### config.mk
export PLATFORM = sky130hd
export DESIGN_NAME = adc_overrange_detector
export DESIGN_NICKNAME = d
export VERILOG_FILES = /design/src/logic/adc_overrange_detector.v
export VERILOG_INCLUDE_DIRS = /design/src /design/src/logic
export SDC_FILE = /design/constraint.sdc
export NUM_CORES = 1
export LEC_CHECK = 0
export BUFFER_PORTS_ARGS = -buffer_cell sky130_fd_sc_hd__buf_4
export CAP_MARGIN = 30
export CORE_MARGIN = 10
export CORE_UTILIZATION = 50
export DETAILED_ROUTE_END_ITERATION = 10
export PLACE_DENSITY = 0.83
export SETUP_SLACK_MARGIN = 0.5
export SLEW_MARGIN = 10
export SYNTH_ARGS = -nofsm -noshare
export SYNTH_HDL_FRONTEND = slang
export SYNTH_SLANG_ARGS = --single-unit
### constraint.sdc
create_clock -name mclk_in -period 4.4 [get_ports mclk_in]
set_clock_uncertainty 0.05 [all_clocks]
set_input_delay 0.88 -clock mclk_in [delete_from_list [all_inputs] [get_ports mclk_in]]
set_output_delay 0.88 -clock mclk_in [all_outputs]
set_load 0.02 [all_outputs]
### src/logic/overrange_map.vh
// Purpose: offsets, field positions, reset values and timing counts for the over-range detector
// Assumes: 32-bit AXI4-Lite register words, byte addresses
// Notes:   definitions only
`ifndef OVERRANGE_MAP_VH
`define OVERRANGE_MAP_VH

// ----------------------------------------------------------------------------
// register byte offsets
// ----------------------------------------------------------------------------
`define OVR_CTRL_OFFSET      4'h0
`define OVR_THRESH_OFFSET    4'h4
`define OVR_STATUS_OFFSET    4'h8
`define OVR_MASK_OFFSET      4'hC

// ----------------------------------------------------------------------------
// control register fields
// ----------------------------------------------------------------------------
`define CTRL_ENABLE_BIT      0
`define CTRL_SEL_LSB         4
`define CTRL_SEL_MSB         6
`define CTRL_FS_LSB          8
`define CTRL_FS_MSB          15

// ----------------------------------------------------------------------------
// reset values and timing
// ----------------------------------------------------------------------------
`define THRESH_RESET         8'hE4
`define CTRL_RESET           16'h0000
`define PULSE_BASE_CYCLES    11'h008
`define AXI_RESP_OKAY        2'h0
`define AXI_RESP_SLVERR      2'h2

`endif

### src/logic/adc_overrange_detector.v
// Purpose: per-channel over-range detection on converted samples, with AXI4-Lite control
// Assumes: samples arrive already synchronous to mclk_in, one per clock per channel
// Notes:   enable, threshold and pulse-length setting are all shared across channels
`include "overrange_map.vh"

module adc_overrange_detector #(
	parameter CHANNELS = 4
)(
	input  wire        mclk_in,
	input  wire        sys_rst_in,
	input  wire [11:0] sample_a_in,
	input  wire [11:0] sample_b_in,
	input  wire [11:0] sample_c_in,
	input  wire [11:0] sample_d_in,
	output wire        overrange_out_a,
	output wire        overrange_out_b,
	output wire        overrange_out_c,
	output wire        overrange_out_d,
	output wire [7:0]  full_scale_setting_out,
	output wire        irq_out,
	input  wire [3:0]  s_axi_awaddr,
	input  wire        s_axi_awvalid,
	output wire        s_axi_awready,
	input  wire [31:0] s_axi_wdata,
	input  wire [3:0]  s_axi_wstrb,
	input  wire        s_axi_wvalid,
	output wire        s_axi_wready,
	output wire [1:0]  s_axi_bresp,
	output wire        s_axi_bvalid,
	input  wire        s_axi_bready,
	input  wire [3:0]  s_axi_araddr,
	input  wire        s_axi_arvalid,
	output wire        s_axi_arready,
	output wire [31:0] s_axi_rdata,
	output wire [1:0]  s_axi_rresp,
	output wire        s_axi_rvalid,
	input  wire        s_axi_rready
);

	// ------------------------------------------------------------------------
	// reset values of the control fields, cut out of the packed reset word
	// ------------------------------------------------------------------------
	localparam [15:0] CTRL_RESET_VALUE = `CTRL_RESET;
	localparam [0:0]  ENABLE_RESET     = CTRL_RESET_VALUE[`CTRL_ENABLE_BIT];
	localparam [2:0]  SEL_RESET        = CTRL_RESET_VALUE[`CTRL_SEL_MSB:`CTRL_SEL_LSB];
	localparam [7:0]  FS_RESET         = CTRL_RESET_VALUE[`CTRL_FS_MSB:`CTRL_FS_LSB];

	// ------------------------------------------------------------------------
	// registers
	// ------------------------------------------------------------------------
	reg        overrange_detect_enable_reg;
	reg [2:0]  overrange_pulse_length_sel_reg;
	reg [7:0]  full_scale_setting_reg;
	reg [7:0]  overrange_threshold_reg;
	reg [3:0]  status_reg;
	reg [3:0]  mask_reg;
	reg [3:0]  awaddr_reg;
	reg        aw_held_reg;
	reg [31:0] wdata_reg;
	reg [3:0]  wstrb_reg;
	reg        w_held_reg;
	reg        bvalid_reg;
	reg [1:0]  bresp_reg;
	reg        rvalid_reg;
	reg [31:0] rdata_reg;
	reg [1:0]  rresp_reg;
	wire [47:0] samples_all;
	wire [3:0]  hit;
	wire [3:0]  pulse;
	wire        do_write;
	wire        status_clear;
	reg  [10:0] pulse_len;

	assign samples_all = {sample_d_in, sample_c_in, sample_b_in, sample_a_in};

	// pulse length decode: base of 8 shifted by the setting
	// 8 shifted by 7 gives 1024, which still fits the eleven-bit counter
	always @*
	begin
		pulse_len = `PULSE_BASE_CYCLES << overrange_pulse_length_sel_reg;
	end

	// ------------------------------------------------------------------------
	// per-channel detection
	// ------------------------------------------------------------------------
	genvar ch;
	generate
		for (ch = 0; ch < 4; ch = ch + 1)
		begin : g_chan
			wire [11:0] code;
			wire [10:0] mag;
			reg  [10:0] count_reg;
			reg         out_reg;
			assign code = samples_all[ch*12 +: 12];
			// saturate the -2048 case instead of letting the negation wrap
			// the negation then only sees -2047..-1, whose magnitude fits eleven bits
			assign mag = (code == 12'h800) ? 11'h7FF :
				(code[11] ? 11'h000 - code[10:0] : code[10:0]);
			// spare channels of smaller variants never flag
			assign hit[ch] = (ch < CHANNELS) && overrange_detect_enable_reg &&
				(mag[10:3] >= overrange_threshold_reg);
			// registered once per clock so the output is one cycle behind the sample
			always @(posedge mclk_in)
			begin
				if (sys_rst_in || !overrange_detect_enable_reg)
				begin
					count_reg <= 11'h000;
					out_reg   <= 1'b0;
				end
				else if (hit[ch])
				begin
					// the reload edge is itself the first high cycle, hence length minus one
					count_reg <= pulse_len - 11'h001;
					out_reg   <= 1'b1;
				end
				else if (count_reg != 11'h000)
				begin
					count_reg <= count_reg - 11'h001;
					out_reg   <= 1'b1;
				end
				else
				begin
					out_reg <= 1'b0;
				end
			end
			assign pulse[ch] = out_reg;
		end
	endgenerate

	// channels map to outputs in alphabetical order
	assign overrange_out_a = pulse[0];
	assign overrange_out_b = pulse[1];
	assign overrange_out_c = pulse[2];
	assign overrange_out_d = pulse[3];
	assign full_scale_setting_out = full_scale_setting_reg;

	// ------------------------------------------------------------------------
	// AXI4-Lite write path
	// ------------------------------------------------------------------------
	// bvalid blocks both readies so a second write cannot overtake an unanswered one
	assign s_axi_awready = !aw_held_reg && !bvalid_reg;
	assign s_axi_wready  = !w_held_reg && !bvalid_reg;
	assign do_write      = aw_held_reg && w_held_reg && !bvalid_reg;
	assign s_axi_bvalid  = bvalid_reg;
	assign s_axi_bresp   = bresp_reg;
	assign status_clear  = do_write && (awaddr_reg == `OVR_STATUS_OFFSET) && wstrb_reg[0];

	// address and data latch independently, write commits once both are in
	always @(posedge mclk_in)
	begin
		if (sys_rst_in)
		begin
			aw_held_reg <= 1'b0;
			w_held_reg  <= 1'b0;
			bvalid_reg  <= 1'b0;
			bresp_reg   <= `AXI_RESP_OKAY;
			awaddr_reg  <= 4'h0;
			wdata_reg   <= 32'h00000000;
			wstrb_reg   <= 4'h0;
			overrange_detect_enable_reg    <= ENABLE_RESET;
			overrange_pulse_length_sel_reg <= SEL_RESET;
			full_scale_setting_reg         <= FS_RESET;
			overrange_threshold_reg        <= `THRESH_RESET;
			mask_reg    <= 4'h0;
		end
		else
		begin
			if (s_axi_awvalid && s_axi_awready)
			begin
				aw_held_reg <= 1'b1;
				awaddr_reg  <= {s_axi_awaddr[3:2], 2'b00};
			end
			if (s_axi_wvalid && s_axi_wready)
			begin
				w_held_reg <= 1'b1;
				wdata_reg  <= s_axi_wdata;
				wstrb_reg  <= s_axi_wstrb;
			end
			if (do_write)
			begin
				aw_held_reg <= 1'b0;
				w_held_reg  <= 1'b0;
				bvalid_reg  <= 1'b1;
				bresp_reg   <= `AXI_RESP_OKAY;
				case (awaddr_reg)
					`OVR_CTRL_OFFSET:
					begin
						if (wstrb_reg[0])
						begin
							overrange_detect_enable_reg    <= wdata_reg[`CTRL_ENABLE_BIT];
							overrange_pulse_length_sel_reg <=
								wdata_reg[`CTRL_SEL_MSB:`CTRL_SEL_LSB];
						end
						if (wstrb_reg[1])
							full_scale_setting_reg <= wdata_reg[`CTRL_FS_MSB:`CTRL_FS_LSB];
					end
					`OVR_THRESH_OFFSET:
					begin
						if (wstrb_reg[0])
							overrange_threshold_reg <= wdata_reg[7:0];
					end
					`OVR_STATUS_OFFSET:
					begin
						// the write-one clear itself is done in the status process
						bresp_reg <= `AXI_RESP_OKAY;
					end
					`OVR_MASK_OFFSET:
					begin
						if (wstrb_reg[0])
							mask_reg <= wdata_reg[3:0];
					end
					default:
					begin
						bresp_reg <= `AXI_RESP_SLVERR;
					end
				endcase
			end
			else if (bvalid_reg && s_axi_bready)
			begin
				bvalid_reg <= 1'b0;
			end
		end
	end

	// ------------------------------------------------------------------------
	// interrupt status: a new hit wins over a same-cycle write-one clear
	// ------------------------------------------------------------------------
	// spare channels never set status because their hit bits are forced low
	always @(posedge mclk_in)
	begin
		if (sys_rst_in)
			status_reg <= 4'h0;
		else if (status_clear)
			status_reg <= (status_reg & ~wdata_reg[3:0]) | hit;
		else
			status_reg <= status_reg | hit;
	end

	// level output: stays high until software clears or masks the bit
	assign irq_out = |(status_reg & mask_reg);

	// ------------------------------------------------------------------------
	// AXI4-Lite read path
	// ------------------------------------------------------------------------
	assign s_axi_arready = !rvalid_reg;
	assign s_axi_rvalid  = rvalid_reg;
	assign s_axi_rdata   = rdata_reg;
	assign s_axi_rresp   = rresp_reg;

	// one read at a time; data registered so rdata is steady while rvalid is high
	always @(posedge mclk_in)
	begin
		if (sys_rst_in)
		begin
			rvalid_reg <= 1'b0;
			rdata_reg  <= 32'h00000000;
			rresp_reg  <= `AXI_RESP_OKAY;
		end
		else if (s_axi_arvalid && !rvalid_reg)
		begin
			rvalid_reg <= 1'b1;
			rresp_reg  <= `AXI_RESP_OKAY;
			case ({s_axi_araddr[3:2], 2'b00})
				`OVR_CTRL_OFFSET:
					rdata_reg <= {16'h0000, full_scale_setting_reg, 1'b0,
						overrange_pulse_length_sel_reg, 3'h0, overrange_detect_enable_reg};
				`OVR_THRESH_OFFSET:
					rdata_reg <= {24'h000000, overrange_threshold_reg};
				`OVR_STATUS_OFFSET:
					rdata_reg <= {24'h000000, pulse, status_reg};
				`OVR_MASK_OFFSET:
					rdata_reg <= {28'h0000000, mask_reg};
				// unreachable with word-aligned offsets, kept so a stray address still answers
				default:
				begin
					rdata_reg <= 32'h00000000;
					rresp_reg <= `AXI_RESP_SLVERR;
				end
			endcase
		end
		else if (rvalid_reg && s_axi_rready)
		begin
			rvalid_reg <= 1'b0;
		end
	end

endmodule // adc_overrange_detector

======== After elaboration in Yosys (flattened, before gate mapping) ========
Cells that the tools add are included.
word-level totals
  output and inout port bits .............. 54
  bits in writable memories ............... 0
  memories kept ........................... 0
  memory bits (read-only) ................. 0
  word-level logic and storage cells ...... 123
  latch bits .............................. 0
  bits in registers ....................... 134
cells by class
  multiplexer cells ....................... 31
  bitwise logic cells ..................... 5
  equal/unequal tests ..................... 10
  shift-type cells ........................ 1
  add/sub/neg operators ................... 9
  magnitude comparators ................... 4
  reductions and logical operators ........ 40
  divide/modulo/power cells ............... 0
  multipliers ............................. 0
operators with widths
  operator               count
  $mux 11                16
  $pmux 32 s4            1
  $sub 11x1->11 const B  5
  $eq 12x12->1 const B   4
  $reduce_bool 11->1     4
  $sub 1x11->11 const A  4
  $ge 8x8->1             4
  $logic_and 1x1->1      15
  $mux 1                 12
  $reduce_and 3->1       4
  $reduce_bool 2->1      6
  $shl 4x3->11 const A   1
  $and 4x4->4            2
  $eq 2x2->1 const B     4
  $or 4x4->4             2
  $reduce_or 4->1        2
  $logic_not 1->1        5
  $eq 2x1->1 const B     2
  $logic_not 4->1        1
  $mux 4                 1
  $not 4->4              1
  $logic_not 2->1        1
  $mux 2                 1
  $reduce_or 2->1        1
  $logic_or 1x1->1       1

======== Logic depth before layout (Yosys ltp) ========
  depth after elaboration ................. 7
  gate-level depth with buffers ........... 13

======== Worst setup path before layout ========
No wires, ideal clock.
  path type ............................... input port to flip-flop
  from .................................... in sample_a_in[2]
  to ...................................... reg g_chan[0].count_reg[2]
  stages .................................. 12
  path buffers ............................ 2
  library setup time ...................... 0.120 ns
  data required time ...................... 4.230 ns
  setup slack ............................. 0.648 ns
  arrival time ............................ 3.582 ns
  cells stage by stage .................... or4_1 -> clkbuf_1 -> or4_1 -> o31ai_1 -> o21ai_0 -> ha_1 -> a21oi_1 -> o21ai_0 -> and2_1 -> a31o_2 -> clkbuf_1 -> o31a_1
between the ends
  word-level cells in the longest chain between the ends .. 6
  elaborated cells on any way between the ends .. 8
  those cells by class .................... add/sub: 1; order compare: 1; eq/ne: 1; mux: 3; reduce/logical: 2
ends and longest elaborated chain
  element                                              RTL line                      RTL
  start, declared                                      adc_overrange_detector.v:11   input wire [11:0] sample_a_in,
  $sub 1x11->11                                        adc_overrange_detector.v:98   (code[11] ? 11'h000 - code[10:0] : code[10:0]);
  $mux 11                                              adc_overrange_detector.v:98
  $mux 11 (*)                                          adc_overrange_detector.v:97   assign mag = (code == 12'h800) ? 11'h7FF :
  $ge 8x8->1 (*)                                       adc_overrange_detector.v:101  (mag[10:3] >= overrange_threshold_reg);
  $logic_and 1x1->1 (*)                                adc_overrange_detector.v:100  assign hit[ch] = (ch < CHANNELS) && overrange_detect_enable_reg &&
  $mux 11 / $reduce_bool 2->1 (equally long branches)  --
  end signal, assigned                                 adc_overrange_detector.v:113  count_reg <= pulse_len - 11'h001;
  end signal, assigned                                 adc_overrange_detector.v:118  count_reg <= count_reg - 11'h001;
  end, declared                                        adc_overrange_detector.v:92   reg [10:0] count_reg;
Mark *: on every way between the ends. The rest lies on a longest branch, timed or not.
A chain may end at the register's enable or synchronous reset.

======== Worst setup path in the final report ========
  from .................................... in sample_c_in[2]
  to ...................................... reg g_chan[2].count_reg[10]
between the ends
  word-level cells in the longest chain between the ends .. 6
  elaborated cells on any way between the ends .. 8
  those cells by class .................... add/sub: 1; order compare: 1; eq/ne: 1; mux: 3; reduce/logical: 2
ends and longest elaborated chain
  element                                              RTL line                      RTL
  start, declared                                      adc_overrange_detector.v:13   input wire [11:0] sample_c_in,
  $sub 1x11->11                                        adc_overrange_detector.v:98
  $mux 11                                              adc_overrange_detector.v:98
  $mux 11 (*)                                          adc_overrange_detector.v:97
  $ge 8x8->1 (*)                                       adc_overrange_detector.v:101
  $logic_and 1x1->1 (*)                                adc_overrange_detector.v:100
  $mux 11 / $reduce_bool 2->1 (equally long branches)  --
  end signal, assigned                                 adc_overrange_detector.v:113
  end signal, assigned                                 adc_overrange_detector.v:118
  end, declared                                        adc_overrange_detector.v:92
Marks and branches as above.

==> impl_results.md <==
- Status: finished, final reports clean
- Tightest Hold Check Type: flip-flop to flip-flop
- CP arrival: 3.81 ns
- Initial DRC count: 508
- Worst slew pin tran: 0.937 ns
- Sink Count: 117
- Detailed Place HPWL: 12600 um
- Startpoint types: input port
- Final Non-Filler Cells: 1126
- Drt wl/cell: 15.5 um
- Register bit total from synthesis: 117
- DP Worst Slack: 0.242 ns
- CTS tree: done
- Top FF cell, synth: dfxtp_1
- Area grow syn2layout: 22.4%
- Die W: 136 um
- Max FFs per register: 44
- Setup-failing EPs final: 0
- First-pass GRT wire length: 28400 um
- Crit Path Category: input port to flip-flop
- Site row count: 42
- Final WS setup: 0.890 ns
- Max_cap viols: 0
- Fin nets: 1072
- Post-synth EDFFs: 0
- Post-synth top area share: 0.348
- Largest area contributor in the netlist: dfxtp_1
- Setup TNS: 0 ns
- Unrepaired setup endpoints after global routing: false
- Crit end category: flip-flop
- Final-report hold violation count: 0
- Hold buffer count at cts: 0
- CP required: 4.70 ns
- Max clock buf depth: 2
- Synth Instances: 836
- Maximum clock frequency: 0.285 GHz
- Final worst-path cycle share: 0.798
- Maximum vdd ir drop: 0.000325 V
- Initial core utilization: 0.510
- Port Buffers: 111
- CTS H-tree depth: 4
- Final min period: 3.51 ns
- Async set or reset register ratio after synthesis: 0
- DIE AREA: 18500 um^2
- Antenna violations before repair: 0
- PnR Total Power: 2.81 mW
- Vias/cell: 5.66
- Fin util: 0.624
- Synthesized area: 6730 um^2
- Die H: 136 um
- GRT Total Usage: 0.185
- Worst-Skew Late Latency: 0.42 ns
- Layout cell share with drive strength beyond 1: 0.168
- CTS Buf Count: 17
- Synth Warn #: 0
- Final Wtd Congestion: 0.868
- Worst-path fanout max: 10
- Pin count of the biggest net entering global routing: 67
- Post-synthesis sequential area ratio: 0.348
- Worst slew margin: 0.370
- Drt drc: 0
- Final Max Slew Viols: 0
- Top post-synthesis cells by area: dfxtp_1 35%, ha_1 6.7%, mux2i_1 6.5%
- Drt pass-1 iters: 7
- Final ANT Viol Nets: 0
- # diodes: 0
- # Post-CTS Setup Buffers: 0
- Reg clk slew, reported paths: 0.06 ns
- Vias in the first global route: 5989
- Distinct cells, synth: 56
- Placed instance count: 1094
- Vias: 6370
- Area of the core: 13200 um^2
- DRT Wirelength: 17400 um
- Root Driver: clkbuf_16
- Resized cells post-CTS: 0
- Residual overflow from global routing: 0
- PwrDens: 341 nW/um^2
- Static leakage: 3.48 nW
- Synthesized area per cell: 8.05 um^2
- Io pins: 153
## worst max-delay path, stage by stage
cell      delay (ns)
buf_4           0.11
or4_1           0.60
or4_1           0.49
o31ai_1         0.20
o21ai_0         0.10
ha_1            0.30
a21oi_1         0.15
o21ai_0         0.22
nor2_2          0.51
o2111a_1        0.25
## final cells by class
| type | instances | area (um^2) |
|---|---|---|
| Fill cell | 1134 | 4950 |
| Multi-Input combinational cell | 653 | 4060 |
| Sequential cell | 117 | 2340 |
| Timing Repair Buffer | 121 | 906 |
| Clock buffer | 19 | 433 |
| Tap cell | 176 | 220 |
| Clock inverter | 13 | 173 |
| Inverter | 27 | 101 |
## where the power goes
| part | internal [mW] | switching (mW) |
|---|---|---|
| Clock | 0.898 | 0.515 |
| Sequential | 1.08 | 0.0187 |
| Combinational | 0.127 | 0.167 |
| Total | 2.11 | 0.700 |
## layer usage
metal / vias to the layer above / global-route usage / wire, um
li1: 3191 / - / -
met1: 2953 / 0.223 / 7790
met2: 201 / 0.310 / 8280
met3: 25 / 0.0546 / 1080
met4: 0 / 0.0580 / 270
met5: - / 0 / 0
## synthesized netlist by cell type (all sizes together), types with 3 or more instances
cell,n
dfxtp,117
nand2,114
nor2,77
a21oi,61
o21ai,46
mux2i,44
ha,36
clkbuf,29
buf,28
inv,27
nor3,24
nand3,19
or4,17
xor2,17
nor4,15
o31ai,14
a31oi,13
o211ai,13
o21a,13
xnor2,13
a22oi,10
a211oi,9
nor2b,8
and3,7
nand4,6
a221oi,5
or3,5
mux2,4
nand3b,4
nor3b,4
a21boi,3
a21o,3
nand2b,3
o31a,3
## through the flow
stage / hold WS [ns] / cell area [um^2]
after global placement: 0.394 / 7620
after floorplan: 0.386 / 6800
after detailed placement: 0.400 / 7630
after global routing: 0.428 / 8240
final: 0.407 / 8240
after CTS: 0.408 / 8230
## cell families after synthesis
| family | share of synthesized area |
|---|---|
| flops | 0.348 |
| buf+inv | 0.0589 |
| xor+xnor | 0.0390 |
| fa+ha+maj | 0.0669 |
| other cells | 0.000557 |
| simple gates | 0.218 |
| compound gates | 0.197 |
| mux | 0.0721 |
## cell usage in the layout (no fill, tap or decap), types with 19 or more instances in the layout
master / n
dfxtp_1: 117
conb_1: 19
nand2_1: 114
mux2i_1: 44
a21oi_1: 61
nor2_1: 76
nand3_1: 19
buf_4: 120
o21ai_0: 46
inv_1: 27
ha_1: 36
nor3_1: 24
## worst paths after layout
kind	startpoint	endpoint	slack, ns	cells past startpoint
hold reg to reg	wdata_reg[9]	wdata_reg[9]	0.41	2
setup / recovery	sample_c_in[2]	g_chan[2].count_reg[10]	0.89	10
hold / removal	wdata_reg[9]	wdata_reg[9]	0.41	2
setup reg to reg	g_chan[3].count_reg[0]	g_chan[3].count_reg[2]	2.01	7
No activity file was read; power rests on OpenSTA's default activity.
